==> config.mk <==
export PLATFORM = sky130hd
export DESIGN_NAME = vcpsp_top
export DESIGN_NICKNAME = d
export VERILOG_FILES = /design/src/vcpsp_pkg.sv /design/src/vcpsp_top.sv
export SDC_FILE = /design/constraint.sdc
export NUM_CORES = 1
export LEC_CHECK = 0
export ABC_AREA = 1
export BUFFER_PORTS_ARGS = -buffer_cell sky130_fd_sc_hd__buf_2
export CORE_AREA = 2 2 144 146
export DETAILED_ROUTE_END_ITERATION = 8
export DIE_AREA = 0 0 146 148
export GPL_ROUTABILITY_DRIVEN = 0
export PLACE_DENSITY = 0.56
export SYNTH_ARGS = -nofsm -noshare
export SYNTH_HDL_FRONTEND = slang
export SYNTH_SLANG_ARGS = --single-unit
==> constraint.sdc <==
create_clock -name aclk -period 3.7 [get_ports aclk]
set_input_delay 0.37 -clock aclk [delete_from_list [all_inputs] [get_ports aclk]]
set_output_delay 0.37 -clock aclk [all_outputs]
set_load 0.05 [all_outputs]
==> src/vcpsp_pkg.sv <==
package vcpsp_pkg;

    // ----------------------------------------------------------------
    // Timing
    // ----------------------------------------------------------------
    localparam int CLK_HZ = 25_000_000;
    localparam int FRAME_MCLKS = 256;
    localparam int RESET_MIN_NS = 500;
    localparam int RESET_MIN_CYC = (RESET_MIN_NS * (CLK_HZ / 1_000_000)
                                    + 999) / 1000;
    localparam int PD_TIMEOUT_NS = 10_000;
    localparam logic [11:0] PD_TIMEOUT_CYC =
        12'(PD_TIMEOUT_NS * (CLK_HZ / 1_000_000) / 1000);

    // ----------------------------------------------------------------
    // Register map and fields
    // ----------------------------------------------------------------
    localparam logic [3:0] REG_CTRL = 4'h0;
    localparam logic [3:0] REG_STATUS = 4'h4;
    localparam logic [3:0] REG_TX_DATA = 4'h8;
    localparam logic [3:0] REG_RX_DATA = 4'hC;
    localparam logic [31:0] CTRL_RESET = 32'h0000_0001;
    localparam int CTRL_EN_BIT = 0;
    localparam int ST_RX_RDY_BIT = 0;
    localparam int ST_UNDER_BIT = 1;
    localparam int ST_PD_BIT = 2;
    localparam int ST_LIN_BIT = 3;
    localparam int ST_FRERR_BIT = 4;
    localparam int ST_LEVEL_LSB = 8;
    localparam int RX_VOL_LSB = 16;
    localparam int RX_GAIN_LSB = 24;
    localparam logic [1:0] RESP_OKAY = 2'h0;
    localparam logic [1:0] RESP_SLVERR = 2'h2;

    // ----------------------------------------------------------------
    // Word formats
    // ----------------------------------------------------------------
    localparam logic [4:0] LIN_SLOTS = 5'h0D;
    localparam logic [4:0] CMP_SLOTS = 5'h08;
    localparam logic [4:0] RX_LIN_SLOTS = 5'h10;
    localparam logic [7:0] MULAW_SILENCE = 8'hFF;
    localparam logic [13:0] MULAW_BIAS = 14'h0021;
    localparam logic [13:0] MULAW_CLIP = 14'h1FDE;
    localparam int GAIN_TOP_DB = 3;
    localparam int GAIN_STEP_DB = 3;

    typedef struct packed {
        logic [2:0] volume;
        logic [12:0] sample;
    } vcpsp_rx_word_t;

    typedef enum logic [1:0] {
        LS_IDLE,
        LS_SHIFT,
        LS_POWERDN
    } vcpsp_state_t;

    // Sign-magnitude on a doubled scale so 13-bit samples use the 14-bit law.
    function automatic logic [7:0] mulaw_encode(input logic [12:0] s);
        logic [12:0] abs_v;
        logic [13:0] mag;
        logic [13:0] tmp;
        logic [2:0] seg;
        abs_v = s[12] ? (~s + 13'h0001) : s;
        mag = {abs_v, 1'b0};
        if (mag > MULAW_CLIP) begin
            mag = MULAW_CLIP;
        end
        mag = mag + MULAW_BIAS;
        seg = 3'h0;
        for (int i = 0; i < 8; i++) begin
            if (mag[i + 5]) begin
                seg = 3'(i);
            end
        end
        tmp = mag >> (int'(seg) + 1);
        return ~{s[12], seg, tmp[3:0]};
    endfunction

    function automatic logic [7:0] gain_db(input logic [2:0] vol,
                                           input logic lin);
        return lin ? 8'(GAIN_TOP_DB - GAIN_STEP_DB * int'(vol)) : 8'h00;
    endfunction

endpackage

==> src/vcpsp_top.sv <==
// Decided for this implementation: register access over AXI4-Lite and the address map.
`timescale 1ns/1ps
module vcpsp_top #(
    parameter int ADDR_W = 4,
    parameter int DEPTH = 2
) (
    // Clock and reset
    input logic aclk,
    input logic aresetn,
    // AXI4-Lite slave
    input logic [ADDR_W-1:0] s_axi_awaddr,
    input logic [2:0] s_axi_awprot,
    input logic s_axi_awvalid,
    output logic s_axi_awready,
    input logic [31:0] s_axi_wdata,
    input logic [3:0] s_axi_wstrb,
    input logic s_axi_wvalid,
    output logic s_axi_wready,
    output logic [1:0] s_axi_bresp,
    output logic s_axi_bvalid,
    input logic s_axi_bready,
    input logic [ADDR_W-1:0] s_axi_araddr,
    input logic [2:0] s_axi_arprot,
    input logic s_axi_arvalid,
    output logic s_axi_arready,
    output logic [31:0] s_axi_rdata,
    output logic [1:0] s_axi_rresp,
    output logic s_axi_rvalid,
    input logic s_axi_rready,
    // Serial port
    input logic mclk,
    input logic frame_sync,
    input logic serial_rx_data,
    output logic serial_tx_data,
    output logic serial_tx_data_oe,
    // Mode and mute pins
    input logic linear_select_n,
    input logic tx_mute,
    input logic rx_mute
);

    localparam int PW = (DEPTH > 1) ? $clog2(DEPTH) : 1;
    localparam int CW = $clog2(DEPTH + 1);

    if (DEPTH < 2 || ADDR_W < 4) begin
        $error("vcpsp_top needs DEPTH >= 2 and ADDR_W >= 4");
    end

    // ----------------------------------------------------------------
    // State
    // ----------------------------------------------------------------
    logic [ADDR_W-1:0] awaddr_r, awaddr_nxt;
    logic aw_full_r, aw_full_nxt, w_full_r, w_full_nxt;
    logic [31:0] wdata_r, wdata_nxt;
    logic [3:0] wstrb_r, wstrb_nxt;
    logic bvalid_r, bvalid_nxt, rvalid_r, rvalid_nxt;
    logic [1:0] bresp_r, bresp_nxt, rresp_r, rresp_nxt;
    logic [31:0] rdata_r, rdata_nxt, ctrl_r, ctrl_nxt;
    logic rx_rdy_r, rx_rdy_nxt, under_r, under_nxt, frerr_r, frerr_nxt;
    logic lin_r, lin_nxt, seen_r, seen_nxt, mclk_prev_r, mclk_prev_nxt;
    vcpsp_pkg::vcpsp_rx_word_t rx_word_r, rx_word_nxt;
    vcpsp_pkg::vcpsp_state_t state_r, state_nxt;
    logic [11:0] idle_r, idle_nxt;
    logic [8:0] falls_r, falls_nxt;
    logic [4:0] slot_r, slot_nxt, tx_len_r, tx_len_nxt, rx_len_r, rx_len_nxt;
    logic [12:0] tx_sh_r, tx_sh_nxt;
    logic [15:0] rx_sh_r, rx_sh_nxt;
    logic txd_r, txd_nxt, txoe_r, txoe_nxt;
    logic [12:0] mem_r [DEPTH];
    logic [12:0] mem_nxt [DEPTH];
    logic [PW-1:0] wp_r, wp_nxt, rp_r, rp_nxt;
    logic [CW-1:0] cnt_r, cnt_nxt;

    function automatic logic [2:0] reg_sel(input logic [ADDR_W-1:0] a);
        logic [3:0] w;
        w = {a[3:2], 2'b00};
        if ((a >> 4) != '0) begin
            return 3'h0;
        end
        return {1'b1, w[3:2]};
    endfunction

    assign s_axi_awready = !aw_full_r;
    assign s_axi_wready = !w_full_r;
    assign s_axi_arready = !rvalid_r;
    assign s_axi_bvalid = bvalid_r;
    assign s_axi_bresp = bresp_r;
    assign s_axi_rvalid = rvalid_r;
    assign s_axi_rresp = rresp_r;
    assign s_axi_rdata = rdata_r;
    assign serial_tx_data = txd_r;
    assign serial_tx_data_oe = txoe_r;

    // ----------------------------------------------------------------
    // Next state
    // ----------------------------------------------------------------
    always_comb begin
        logic [2:0] wsel, rsel;
        logic wr_go, is_tx, buf_rdy, push, pop, rise, fall, lost, lin_now;
        logic [12:0] smp;
        logic [31:0] st;
        wsel = reg_sel(awaddr_r);
        rsel = reg_sel(s_axi_araddr);
        wr_go = aw_full_r && w_full_r && !bvalid_r;
        is_tx = wsel == {1'b1, vcpsp_pkg::REG_TX_DATA[3:2]};
        buf_rdy = cnt_r < CW'(DEPTH);
        st = 32'h0000_0000;
        awaddr_nxt = awaddr_r;
        aw_full_nxt = aw_full_r;
        w_full_nxt = w_full_r;
        wdata_nxt = wdata_r;
        wstrb_nxt = wstrb_r;
        bvalid_nxt = bvalid_r;
        bresp_nxt = bresp_r;
        rvalid_nxt = rvalid_r;
        rresp_nxt = rresp_r;
        rdata_nxt = rdata_r;
        ctrl_nxt = ctrl_r;
        rx_rdy_nxt = rx_rdy_r;
        under_nxt = under_r;
        frerr_nxt = frerr_r;
        lin_nxt = lin_r;
        seen_nxt = seen_r;
        rx_word_nxt = rx_word_r;
        state_nxt = state_r;
        slot_nxt = slot_r;
        tx_len_nxt = tx_len_r;
        rx_len_nxt = rx_len_r;
        tx_sh_nxt = tx_sh_r;
        rx_sh_nxt = rx_sh_r;
        txd_nxt = txd_r;
        txoe_nxt = txoe_r;
        mem_nxt = mem_r;
        wp_nxt = wp_r;
        rp_nxt = rp_r;
        cnt_nxt = cnt_r;
        push = 1'b0;
        pop = 1'b0;
        smp = 13'h0000;
        rise = mclk && !mclk_prev_r;
        fall = !mclk && mclk_prev_r;
        mclk_prev_nxt = mclk;
        lost = (idle_r == vcpsp_pkg::PD_TIMEOUT_CYC);
        lin_now = !linear_select_n;
        // Write channel: address and data are taken in either order.
        if (s_axi_awvalid && !aw_full_r) begin
            aw_full_nxt = 1'b1;
            awaddr_nxt = s_axi_awaddr;
        end
        if (s_axi_wvalid && !w_full_r) begin
            w_full_nxt = 1'b1;
            wdata_nxt = s_axi_wdata;
            wstrb_nxt = s_axi_wstrb;
        end
        if (bvalid_r && s_axi_bready) begin
            bvalid_nxt = 1'b0;
        end
        // A full buffer holds the write response back, stalling software.
        if (wr_go && (!is_tx || buf_rdy)) begin
            aw_full_nxt = 1'b0;
            w_full_nxt = 1'b0;
            bvalid_nxt = 1'b1;
            bresp_nxt = wsel[2] ? vcpsp_pkg::RESP_OKAY
                                : vcpsp_pkg::RESP_SLVERR;
            push = is_tx;
            if (wsel == {1'b1, vcpsp_pkg::REG_CTRL[3:2]} && wstrb_r[0]) begin
                ctrl_nxt[7:0] = wdata_r[7:0];
            end
            if (wsel == {1'b1, vcpsp_pkg::REG_STATUS[3:2]} && wstrb_r[0]) begin
                if (wdata_r[vcpsp_pkg::ST_RX_RDY_BIT]) rx_rdy_nxt = 1'b0;
                if (wdata_r[vcpsp_pkg::ST_UNDER_BIT]) under_nxt = 1'b0;
                if (wdata_r[vcpsp_pkg::ST_FRERR_BIT]) frerr_nxt = 1'b0;
            end
        end
        // Read channel.
        st[vcpsp_pkg::ST_RX_RDY_BIT] = rx_rdy_r;
        st[vcpsp_pkg::ST_UNDER_BIT] = under_r;
        st[vcpsp_pkg::ST_PD_BIT] = state_r == vcpsp_pkg::LS_POWERDN;
        st[vcpsp_pkg::ST_LIN_BIT] = lin_now;
        st[vcpsp_pkg::ST_FRERR_BIT] = frerr_r;
        st[vcpsp_pkg::ST_LEVEL_LSB +: 8] = 8'(cnt_r);
        if (rvalid_r && s_axi_rready) begin
            rvalid_nxt = 1'b0;
        end
        if (s_axi_arvalid && !rvalid_r) begin
            rvalid_nxt = 1'b1;
            rresp_nxt = rsel[2] ? vcpsp_pkg::RESP_OKAY
                                : vcpsp_pkg::RESP_SLVERR;
            case (rsel)
                {1'b1, vcpsp_pkg::REG_CTRL[3:2]}: rdata_nxt = ctrl_r;
                {1'b1, vcpsp_pkg::REG_STATUS[3:2]}: rdata_nxt = st;
                {1'b1, vcpsp_pkg::REG_RX_DATA[3:2]}: begin
                    rdata_nxt = 32'h0000_0000;
                    rdata_nxt[12:0] = rx_word_r.sample;
                    rdata_nxt[vcpsp_pkg::RX_VOL_LSB +: 3] = rx_word_r.volume;
                    rdata_nxt[vcpsp_pkg::RX_GAIN_LSB +: 8] =
                        vcpsp_pkg::gain_db(rx_word_r.volume, lin_r);
                end
                default: rdata_nxt = 32'h0000_0000;
            endcase
        end
        // Clock watchdog.
        idle_nxt = (rise || fall) ? 12'h000
                 : (lost ? idle_r : idle_r + 12'h001);
        // Frame length check, counted in falling edges between syncs.
        falls_nxt = (fall && falls_r != 9'h1FF) ? falls_r + 9'h001 : falls_r;
        if (fall && frame_sync) begin
            falls_nxt = 9'h000;
            seen_nxt = 1'b1;
            if (seen_r && falls_r != 9'(vcpsp_pkg::FRAME_MCLKS - 1)) begin
                frerr_nxt = 1'b1;
            end
        end
        // Serial link.
        case (state_r)
            vcpsp_pkg::LS_SHIFT: begin
                if (rise && slot_r < rx_len_r) begin
                    slot_nxt = slot_r + 5'h01;
                    if (slot_r < tx_len_r) begin
                        txd_nxt = tx_sh_r[12];
                        tx_sh_nxt = {tx_sh_r[11:0], 1'b0};
                        txoe_nxt = 1'b1;
                    end
                end
                if (fall && slot_r != 5'h00) begin
                    rx_sh_nxt = {rx_sh_r[14:0], serial_rx_data};
                    if (slot_r == tx_len_r) begin
                        txoe_nxt = 1'b0;
                    end
                    if (slot_r == rx_len_r) begin
                        state_nxt = vcpsp_pkg::LS_IDLE;
                        rx_rdy_nxt = 1'b1;
                        if (lin_r) begin
                            rx_word_nxt.sample = rx_sh_r[14:2];
                            rx_word_nxt.volume =
                                {rx_sh_r[1:0], serial_rx_data};
                        end else begin
                            rx_word_nxt.sample =
                                {5'h00, rx_sh_r[6:0], serial_rx_data};
                            rx_word_nxt.volume = 3'h0;
                        end
                        if (rx_mute) begin
                            rx_word_nxt.sample = lin_r ? 13'h0000
                                : {5'h00, vcpsp_pkg::MULAW_SILENCE};
                        end
                    end
                end
                // Power-down waits for a transmit word in flight to finish; a received word is not waited for.
                if (lost && !txoe_r) begin
                    state_nxt = vcpsp_pkg::LS_POWERDN;
                end
            end
            vcpsp_pkg::LS_POWERDN: begin
                txoe_nxt = 1'b0;
                if (rise || fall) begin
                    state_nxt = vcpsp_pkg::LS_IDLE;
                end
            end
            default: begin
                txoe_nxt = 1'b0;
                if (lost) begin
                    state_nxt = vcpsp_pkg::LS_POWERDN;
                end
            end
        endcase
        // A sync on a falling edge starts a frame and loads the word.
        if (fall && frame_sync && ctrl_r[vcpsp_pkg::CTRL_EN_BIT]
            && !(state_r == vcpsp_pkg::LS_SHIFT && txoe_r)) begin
            state_nxt = vcpsp_pkg::LS_SHIFT;
            slot_nxt = 5'h00;
            lin_nxt = lin_now;
            tx_len_nxt = lin_now ? vcpsp_pkg::LIN_SLOTS
                                 : vcpsp_pkg::CMP_SLOTS;
            rx_len_nxt = lin_now ? vcpsp_pkg::RX_LIN_SLOTS
                                 : vcpsp_pkg::CMP_SLOTS;
            pop = cnt_r != '0;
            under_nxt = under_nxt || !pop;
            smp = (pop && !tx_mute) ? mem_r[rp_r] : 13'h0000;
            tx_sh_nxt = lin_now ? smp
                : {vcpsp_pkg::mulaw_encode(smp), 5'h00};
        end
        // Transmit buffer of DEPTH entries (two by default).
        if (push) begin
            mem_nxt[wp_r] = wdata_r[12:0];
            wp_nxt = (wp_r == PW'(DEPTH - 1)) ? '0 : wp_r + 1'b1;
        end
        if (pop) begin
            rp_nxt = (rp_r == PW'(DEPTH - 1)) ? '0 : rp_r + 1'b1;
        end
        cnt_nxt = cnt_r + CW'(push) - CW'(pop);
    end

    // ----------------------------------------------------------------
    // Registers
    // ----------------------------------------------------------------
    always_ff @(posedge aclk) begin
        if (!aresetn) begin
            awaddr_r <= '0;
            aw_full_r <= 1'b0;
            w_full_r <= 1'b0;
            wdata_r <= 32'h0000_0000;
            wstrb_r <= 4'h0;
            bvalid_r <= 1'b0;
            bresp_r <= vcpsp_pkg::RESP_OKAY;
            rvalid_r <= 1'b0;
            rresp_r <= vcpsp_pkg::RESP_OKAY;
            rdata_r <= 32'h0000_0000;
            ctrl_r <= vcpsp_pkg::CTRL_RESET;
            rx_rdy_r <= 1'b0;
            under_r <= 1'b0;
            frerr_r <= 1'b0;
            lin_r <= 1'b0;
            seen_r <= 1'b0;
            mclk_prev_r <= 1'b0;
            rx_word_r <= '0;
            state_r <= vcpsp_pkg::LS_IDLE;
            idle_r <= 12'h000;
            falls_r <= 9'h000;
            slot_r <= 5'h00;
            tx_len_r <= vcpsp_pkg::CMP_SLOTS;
            rx_len_r <= vcpsp_pkg::CMP_SLOTS;
            tx_sh_r <= 13'h0000;
            rx_sh_r <= 16'h0000;
            txd_r <= 1'b0;
            txoe_r <= 1'b0;
            wp_r <= '0;
            rp_r <= '0;
            cnt_r <= '0;
        end else begin
            awaddr_r <= awaddr_nxt;
            aw_full_r <= aw_full_nxt;
            w_full_r <= w_full_nxt;
            wdata_r <= wdata_nxt;
            wstrb_r <= wstrb_nxt;
            bvalid_r <= bvalid_nxt;
            bresp_r <= bresp_nxt;
            rvalid_r <= rvalid_nxt;
            rresp_r <= rresp_nxt;
            rdata_r <= rdata_nxt;
            ctrl_r <= ctrl_nxt;
            rx_rdy_r <= rx_rdy_nxt;
            under_r <= under_nxt;
            frerr_r <= frerr_nxt;
            lin_r <= lin_nxt;
            seen_r <= seen_nxt;
            mclk_prev_r <= mclk_prev_nxt;
            rx_word_r <= rx_word_nxt;
            state_r <= state_nxt;
            idle_r <= idle_nxt;
            falls_r <= falls_nxt;
            slot_r <= slot_nxt;
            tx_len_r <= tx_len_nxt;
            rx_len_r <= rx_len_nxt;
            tx_sh_r <= tx_sh_nxt;
            rx_sh_r <= rx_sh_nxt;
            txd_r <= txd_nxt;
            txoe_r <= txoe_nxt;
            wp_r <= wp_nxt;
            rp_r <= rp_nxt;
            cnt_r <= cnt_nxt;
        end
    end

    // Buffer words need no reset; they are only read when counted valid.
    always_ff @(posedge aclk) begin
        mem_r <= mem_nxt;
    end

endmodule

# Yosys cells after proc, flatten, opt, wreduce, memory -nomap -nowiden
# Index checks and enable logic that the tools add are counted.
dict set report op_classes {
  n_addsub 11
  multipliers 1
  magnitude_cmp 7
  n_eq_ne 17
  shifts 1
  n_mux 64
  bitwise_logic 5
  reduce_logical 62
}
# cell count
set op_table {}
lappend op_table {{$mux 13} 12}
lappend op_table {{$pmux 32 s3} 1}
lappend op_table {{$mux 1} 29}
lappend op_table {{$mux 14} 2}
lappend op_table {{$bwmux 26} 1}
lappend op_table {{$mux 3} 8}
lappend op_table {{$logic_and 1x1->1} 23}
lappend op_table {{$mux 16} 1}
lappend op_table {{$mux 8} 2}
lappend op_table {{$add 14x6->14 const B} 1}
lappend op_table {{$gt 14x13->1 const B} 1}
lappend op_table {{$shr 14x4->4} 1}
lappend op_table {{$add 13x1->13 const B} 1}
lappend op_table {{$demux 13 s1} 1}
lappend op_table {{$not 13->13} 1}
lappend op_table {{$add 12x1->12 const B} 1}
lappend op_table {{$eq 12x8->1 const B} 1}
lappend op_table {{$logic_not 1->1} 12}
lappend op_table {{$reduce_bool 2->1} 6}
lappend op_table {{$eq 5x5->1} 2}
lappend op_table {{$lt 5x5->1} 2}
lappend op_table {{$mux 2} 5}
lappend op_table {{$add 9x1->9 const B} 1}
lappend op_table {{$ne 9x8->1 const B} 1}
lappend op_table {{other kinds (31)} 52}
dict set report word_totals {
  register_bits 182
  input_bits 63
  out_inout_bits 43
}

# Logic depth before layout (Yosys ltp)
dict set report logic_depth {
  word_depth 25
  depth_mapped 38
}

# Worst setup path after synthesis
# Ideal clock, no wire load.
dict set report synth_timing {
  path_kind {register -> register}
  startpoint {reg rp_r}
  endpoint {reg tx_sh_r[5]}
  setup_ns 0.109
  t_arrival_ns 3.244
  t_required_ns 3.591
  setup_slack_ns 0.347
  stages_incl_launch_ff 35
  n_path_buf 3
  period_less_slack_ns 3.353
  path_cell_list {dfxtp_1 > buf_6 > inv_4 > buf_8 > nand2_1 > nand2_1 > nand2_2 > ha_1 > nand2_1 > o21ai_1 > nand3_1 > nand2_1 > nand3_2 > nor2_4 > nand2_4 > nand2_4 > a21oi_1 > ha_1 > inv_1 > nand4_1 > nand2_1 > nand2_1 > nand2_1 > nand2_1 > nand2_4 > nand2_2 > buf_6 > nand2_1 > nand2_1 > nand2_1 > nand2_1 > nand2_1 > nand3_1 > nand2_1 > inv_1}
}
dict set report synth_via {
  elab_chain_cells 25
}
# item line_no
set synth_lines {}
lappend synth_lines {{start, declared} vcpsp_top.sv:71} ;# logic [PW-1:0] wp_r, wp_nxt, rp_r, rp_nxt;
lappend synth_lines {{start signal, assigned} vcpsp_top.sv:359} ;# rp_r <= rp_nxt;
lappend synth_lines {{$not 1->2 (not written as such) (*)} vcpsp_top.sv:278} ;# smp = (pop && !tx_mute) ? mem_r[rp_r] : 13'h0000;
lappend synth_lines {{$mux 13 (not written as such) (*) (3 in series)} vcpsp_top.sv:278}
lappend synth_lines {{$mux 13 (*)} vcpsp_top.sv:278}
lappend synth_lines {{$not 13->13} vcpsp_pkg.sv:64} ;# abs_v = s[12] ? (~s + 13'h0001) : s;
lappend synth_lines {{$add 13x1->13} vcpsp_pkg.sv:64}
lappend synth_lines {{$mux 13} vcpsp_pkg.sv:64}
lappend synth_lines {{$gt 14x13->1} vcpsp_pkg.sv:66} ;# if (mag > MULAW_CLIP) begin
lappend synth_lines {{$mux 14} vcpsp_pkg.sv:66}
lappend synth_lines {{[2 not listed]} -}
lappend synth_lines {{$mux 1} vcpsp_pkg.sv:72} ;# if (mag[i + 5]) begin
lappend synth_lines {{$mux 3 (6 in series)} vcpsp_pkg.sv:72}
lappend synth_lines {{$mux 3} vcpsp_top.sv:267} ;# if (fall && frame_sync && ctrl_r[vcpsp_pkg::CTRL_EN_BIT]
lappend synth_lines {{$add 3x1->4} vcpsp_pkg.sv:76} ;# tmp = mag >> (int'(seg) + 1);
lappend synth_lines {{$shr 14x4->4} vcpsp_pkg.sv:76}
lappend synth_lines {{$not 8->8} vcpsp_pkg.sv:77} ;# return ~{s[12], seg, tmp[3:0]};
lappend synth_lines {{$mux 13 (*)} vcpsp_top.sv:279} ;# tx_sh_nxt = lin_now ? smp
lappend synth_lines {{$mux 13 (*)} vcpsp_top.sv:267}
lappend synth_lines {{end signal, assigned} vcpsp_top.sv:354} ;# tx_sh_r <= tx_sh_nxt;
lappend synth_lines {{end, declared} vcpsp_top.sv:66} ;# logic [12:0] tx_sh_r, tx_sh_nxt;
# Mark *: on every way between the ends. The rest lies on a longest branch, timed or not. The select of a mux whose other input is x is not followed.
# A chain may end at the register's enable or synchronous reset.

# Worst setup path after layout
dict set report layout_timing {
  startpoint {reg cnt_r[1]}
  endpoint {reg tx_sh_r[8]}
}
dict set report layout_via {
  elab_chain_cells 23
}
# item line_no
set layout_lines {}
lappend layout_lines {{start, declared} vcpsp_top.sv:72} ;# logic [CW-1:0] cnt_r, cnt_nxt;
lappend layout_lines {{start signal, assigned} vcpsp_top.sv:360} ;# cnt_r <= cnt_nxt;
lappend layout_lines {{$reduce_bool 2->1 (*)} vcpsp_top.sv:276} ;# pop = cnt_r != '0;
lappend layout_lines {{$logic_and 1x1->1 (*)} vcpsp_top.sv:278}
lappend layout_lines {{$mux 13 (*)} vcpsp_top.sv:278}
lappend layout_lines {{$not 13->13} vcpsp_pkg.sv:64}
lappend layout_lines {{$add 13x1->13} vcpsp_pkg.sv:64}
lappend layout_lines {{$mux 13} vcpsp_pkg.sv:64}
lappend layout_lines {{$gt 14x13->1} vcpsp_pkg.sv:66}
lappend layout_lines {{$mux 14} vcpsp_pkg.sv:66}
lappend layout_lines {{[2 not listed]} -}
lappend layout_lines {{$mux 1} vcpsp_pkg.sv:72}
lappend layout_lines {{$mux 3 (6 in series)} vcpsp_pkg.sv:72}
lappend layout_lines {{$mux 3} vcpsp_top.sv:267}
lappend layout_lines {{$add 3x1->4} vcpsp_pkg.sv:76}
lappend layout_lines {{$shr 14x4->4} vcpsp_pkg.sv:76}
lappend layout_lines {{$not 8->8} vcpsp_pkg.sv:77}
lappend layout_lines {{$mux 13 (*)} vcpsp_top.sv:279}
lappend layout_lines {{$mux 13 (*)} vcpsp_top.sv:267}
# Marked as above.

==> flow_metrics.tcl <==
set metrics [dict create \
    grt_use_total_pct 18.04 \
    instances_no_fill 1417 \
    start_util_pct 39.58 \
    synthesis.area_um2 7931 \
    critPathLaunchType "register" \
    grt_pass1_wl_um 31790 \
    fmax_mhz 299.4 \
    die-area_um2 21610 \
    grt_pass1_vias 6469 \
    clockRootBuffer "clkbuf_16" \
    synth_top_area_share_pct 34.07 \
    cts.sinks 161 \
    grt_max_degree 57 \
    power_w 0.003835 \
    vias 6980 \
    dieHeight_um 148 \
    hp-start "mclk" \
    cts_buffers 17 \
    dp_slack_ns -0.03980 \
    drtIter0Drc 462 \
    p_leak_nw 3.942 \
    drt_first_pass_iters 5 \
    io_pins 106 \
    crit_top_cell "nand2_1" \
    worstMarginPinSlew_ns 0.8661 \
    criticalPathCategory "register to register" \
    async_flop_share_pct 0 \
    htree_levels 4 \
    cp_max_fo 8 \
    antenna_cells 0 \
    num-nets-final 1219 \
    setup_ws_ns 0.3605 \
    slew_viol_final 0 \
    clockBufferDepth 2 \
    max-cap-violations 0 \
    antenna_found_initial 0 \
    clk_pin_slew_ns 0.07 \
    io_buffers 61 \
    syn_area_per_cell_um2 7.511 \
    syn_to_final_growth_pct 16.53 \
    fill_cells 2131 \
    reg2reg_from "cnt_r[1]$_SDFF_PN0_" \
    status "completed" \
    vias_per_cell 4.926 \
    layout-drive-gt1-share_pct 16.74 \
    wire_per_inst_um 13.60 \
    detail-route-antenna-nets 0 \
    grt_overflow 0 \
    dp_hpwl_um 13960 \
    yosysSeqAreaShare_pct 43.92 \
    synthFlopType "dfxtp_1" \
    finalSetupViolCount 0 \
    utilization_pct 46.12 \
    die_x_um 146 \
    placementRows 52 \
    cp.arrival_ns 3.69 \
    synth_edf_count 26 \
    period_needed_ns 3.340 \
    fin_skew_ns 0.01291 \
    routed_wl_um 19280 \
    fin_crit_sh_pct 90.26 \
    synth_warnings 0 \
    dpl.cell_count 1381 \
    hold_slack_ns 0.1703 \
    ys_types 47 \
    endpoint_kind "register" \
    synth-seq-cells 161 \
    syn_inst 1056 \
    postCtsHoldBufs 0 \
    ir_drop_mv 0.2945 \
    hp-class "primary input to register" \
    cts_tree "done" \
    cp.required_ns 4.05 \
    slew_headroom_pct 42.05 \
    crit_start "cnt_r[1]$_SDFF_PN0_" \
    synth.area.top_cells "dfxtp_1, nand2_1, edfxtp_1" \
    slowest_delay_ns 0.36 \
    drc_errors 0 \
    finalHoldViolations 0 \
    power_density_nw_per_um2 414.9 \
    coreArea_um2 20040 \
    post-synth-top-area-cell "dfxtp_1" \
    worstSkewPairLatency_ns 0.43 \
    slowest_stage "dfxtp_2" \
]
[metal layers]
metal | up-vias | share of wire (%) | global-route usage, %
met5 | - | 0 | 0
met2 | 110 | 46 | 29.65
met3 | 18 | 2.4 | 2.778
li1 | 3657 | - | -
met1 | 3195 | 51 | 24.72
met4 | 0 | 1.3 | 5.243
[power by group]
part | switching, W | internal, W | total [W]
combinational | 0.000195 | 0.0000736 | 0.000269
sequential | 0.0000249 | 0.00181 | 0.00184
clock | 0.000820 | 0.000907 | 0.00173
total | 0.00104 | 0.00279 | 0.00383
[cells in the final DEF (no fill, tap or decap), types with 10 or more instances in the layout]
cell,synthesis,layout
nand2_1,210,209
dfxtp_1,135,133
nor2_1,112,111
inv_1,104,104
nand3_1,88,87
a21oi_1,86,84
o21ai_0,81,81
buf_2,1,61
buf_4,15,32
edfxtp_1,26,26
nand2_2,24,24
ha_1,20,19
clkbuf_16,0,17
conb_1,1,12
nor3_1,10,10
nand4_1,10,10
a31oi_1,10,10
[Yosys cell counts (4+ instances only)]
cell / number
o211ai_1: 7
nor4_1: 5
nand2_2: 24
inv_1: 104
a22oi_1: 8
a31oi_1: 10
nor2_1: 112
inv_2: 8
clkbuf_1: 27
ha_1: 20
nand2_1: 210
nand2_4: 4
nor2_2: 7
o21ai_0: 81
a221oi_1: 4
o21ai_1: 5
nand4_1: 10
buf_4: 15
a211oi_1: 6
nor3_1: 10
a21oi_1: 86
o31ai_1: 5
edfxtp_1: 26
dfxtp_1: 135
a311oi_1: 6
nand3_1: 88
[cell type report]
cell class                      instances  area [µm²]  area share (%)
Sequential cell                       161        3488           37.74
Inverter                              115       439.2           4.752
Timing Repair Buffer                   95       561.8           6.078
Multi-Input combinational cell        744        3829           41.42
Tap cell                              270       337.8           3.655
Clock inverter                         15       161.4           1.746
Clock buffer                           17       425.4           4.603
[per-stage QoR]
stage / area (µm²) / setup TNS, ns
global route: 9243 / -0.04638
CTS: 9161 / 0
global placement: 8573 / 0
detailed placement: 8573 / -0.09090
finish: 9243 / 0
floorplan: 7973 / 0
[worst max-delay path, delay by kind of cell (launching register included)]
family / cells / cell delay [ns]
simple gates: 21 / 2.01
flops: 1 / 0.36
buf+inv: 3 / 0.35
compound gates: 3 / 0.35
fa+ha+maj: 1 / 0.19
[path summary, 6_finish.rpt]
check                                  to  slack [ns]  cells after the start
setup reg to reg  tx_sh_r[8]$_SDFFE_PN0P_        0.36                     28
hold reg to reg       mem_r[22]$_DFFE_PP_        0.46                      0
setup / recovery  tx_sh_r[8]$_SDFFE_PN0P_        0.36                     28
hold / removal     mclk_prev_r$_SDFF_PN0_        0.17                      3
[timing repair]
action                     CTS  global route
setup buffers                0             4
gates resized for setup      1            14
setup endpoints to repair    4             5
pin swaps                    0             3
[flip-flops by register name (all words and copies together) (netlist names), 2 cells and up]
signal / cells
mem_r: 26
s_axi_rdata: 22
rx_word_r: 16
rx_sh_r: 15
tx_sh_r: 13
wdata_r: 13
idle_r: 12
falls_r: 9
ctrl_r: 8
slot_r: 5
awaddr_r: 2
cnt_r: 2
state_r: 2
[kinds of logic (layout without fill, tap and decap cells)]
logic type      Yosys count  after routing  synth area share (%)
simple gates            479            479                 26.80
flops                   161            161                 43.92
fa+ha+maj                22             22                 3.660
mux                       1              1                0.1420
xor+xnor                  5              5                0.5522
compound gates          225            225                 16.00
buf+inv                 162            242                 8.881
other cells               1             12               0.04728
(Power assumes the default switching activity.)
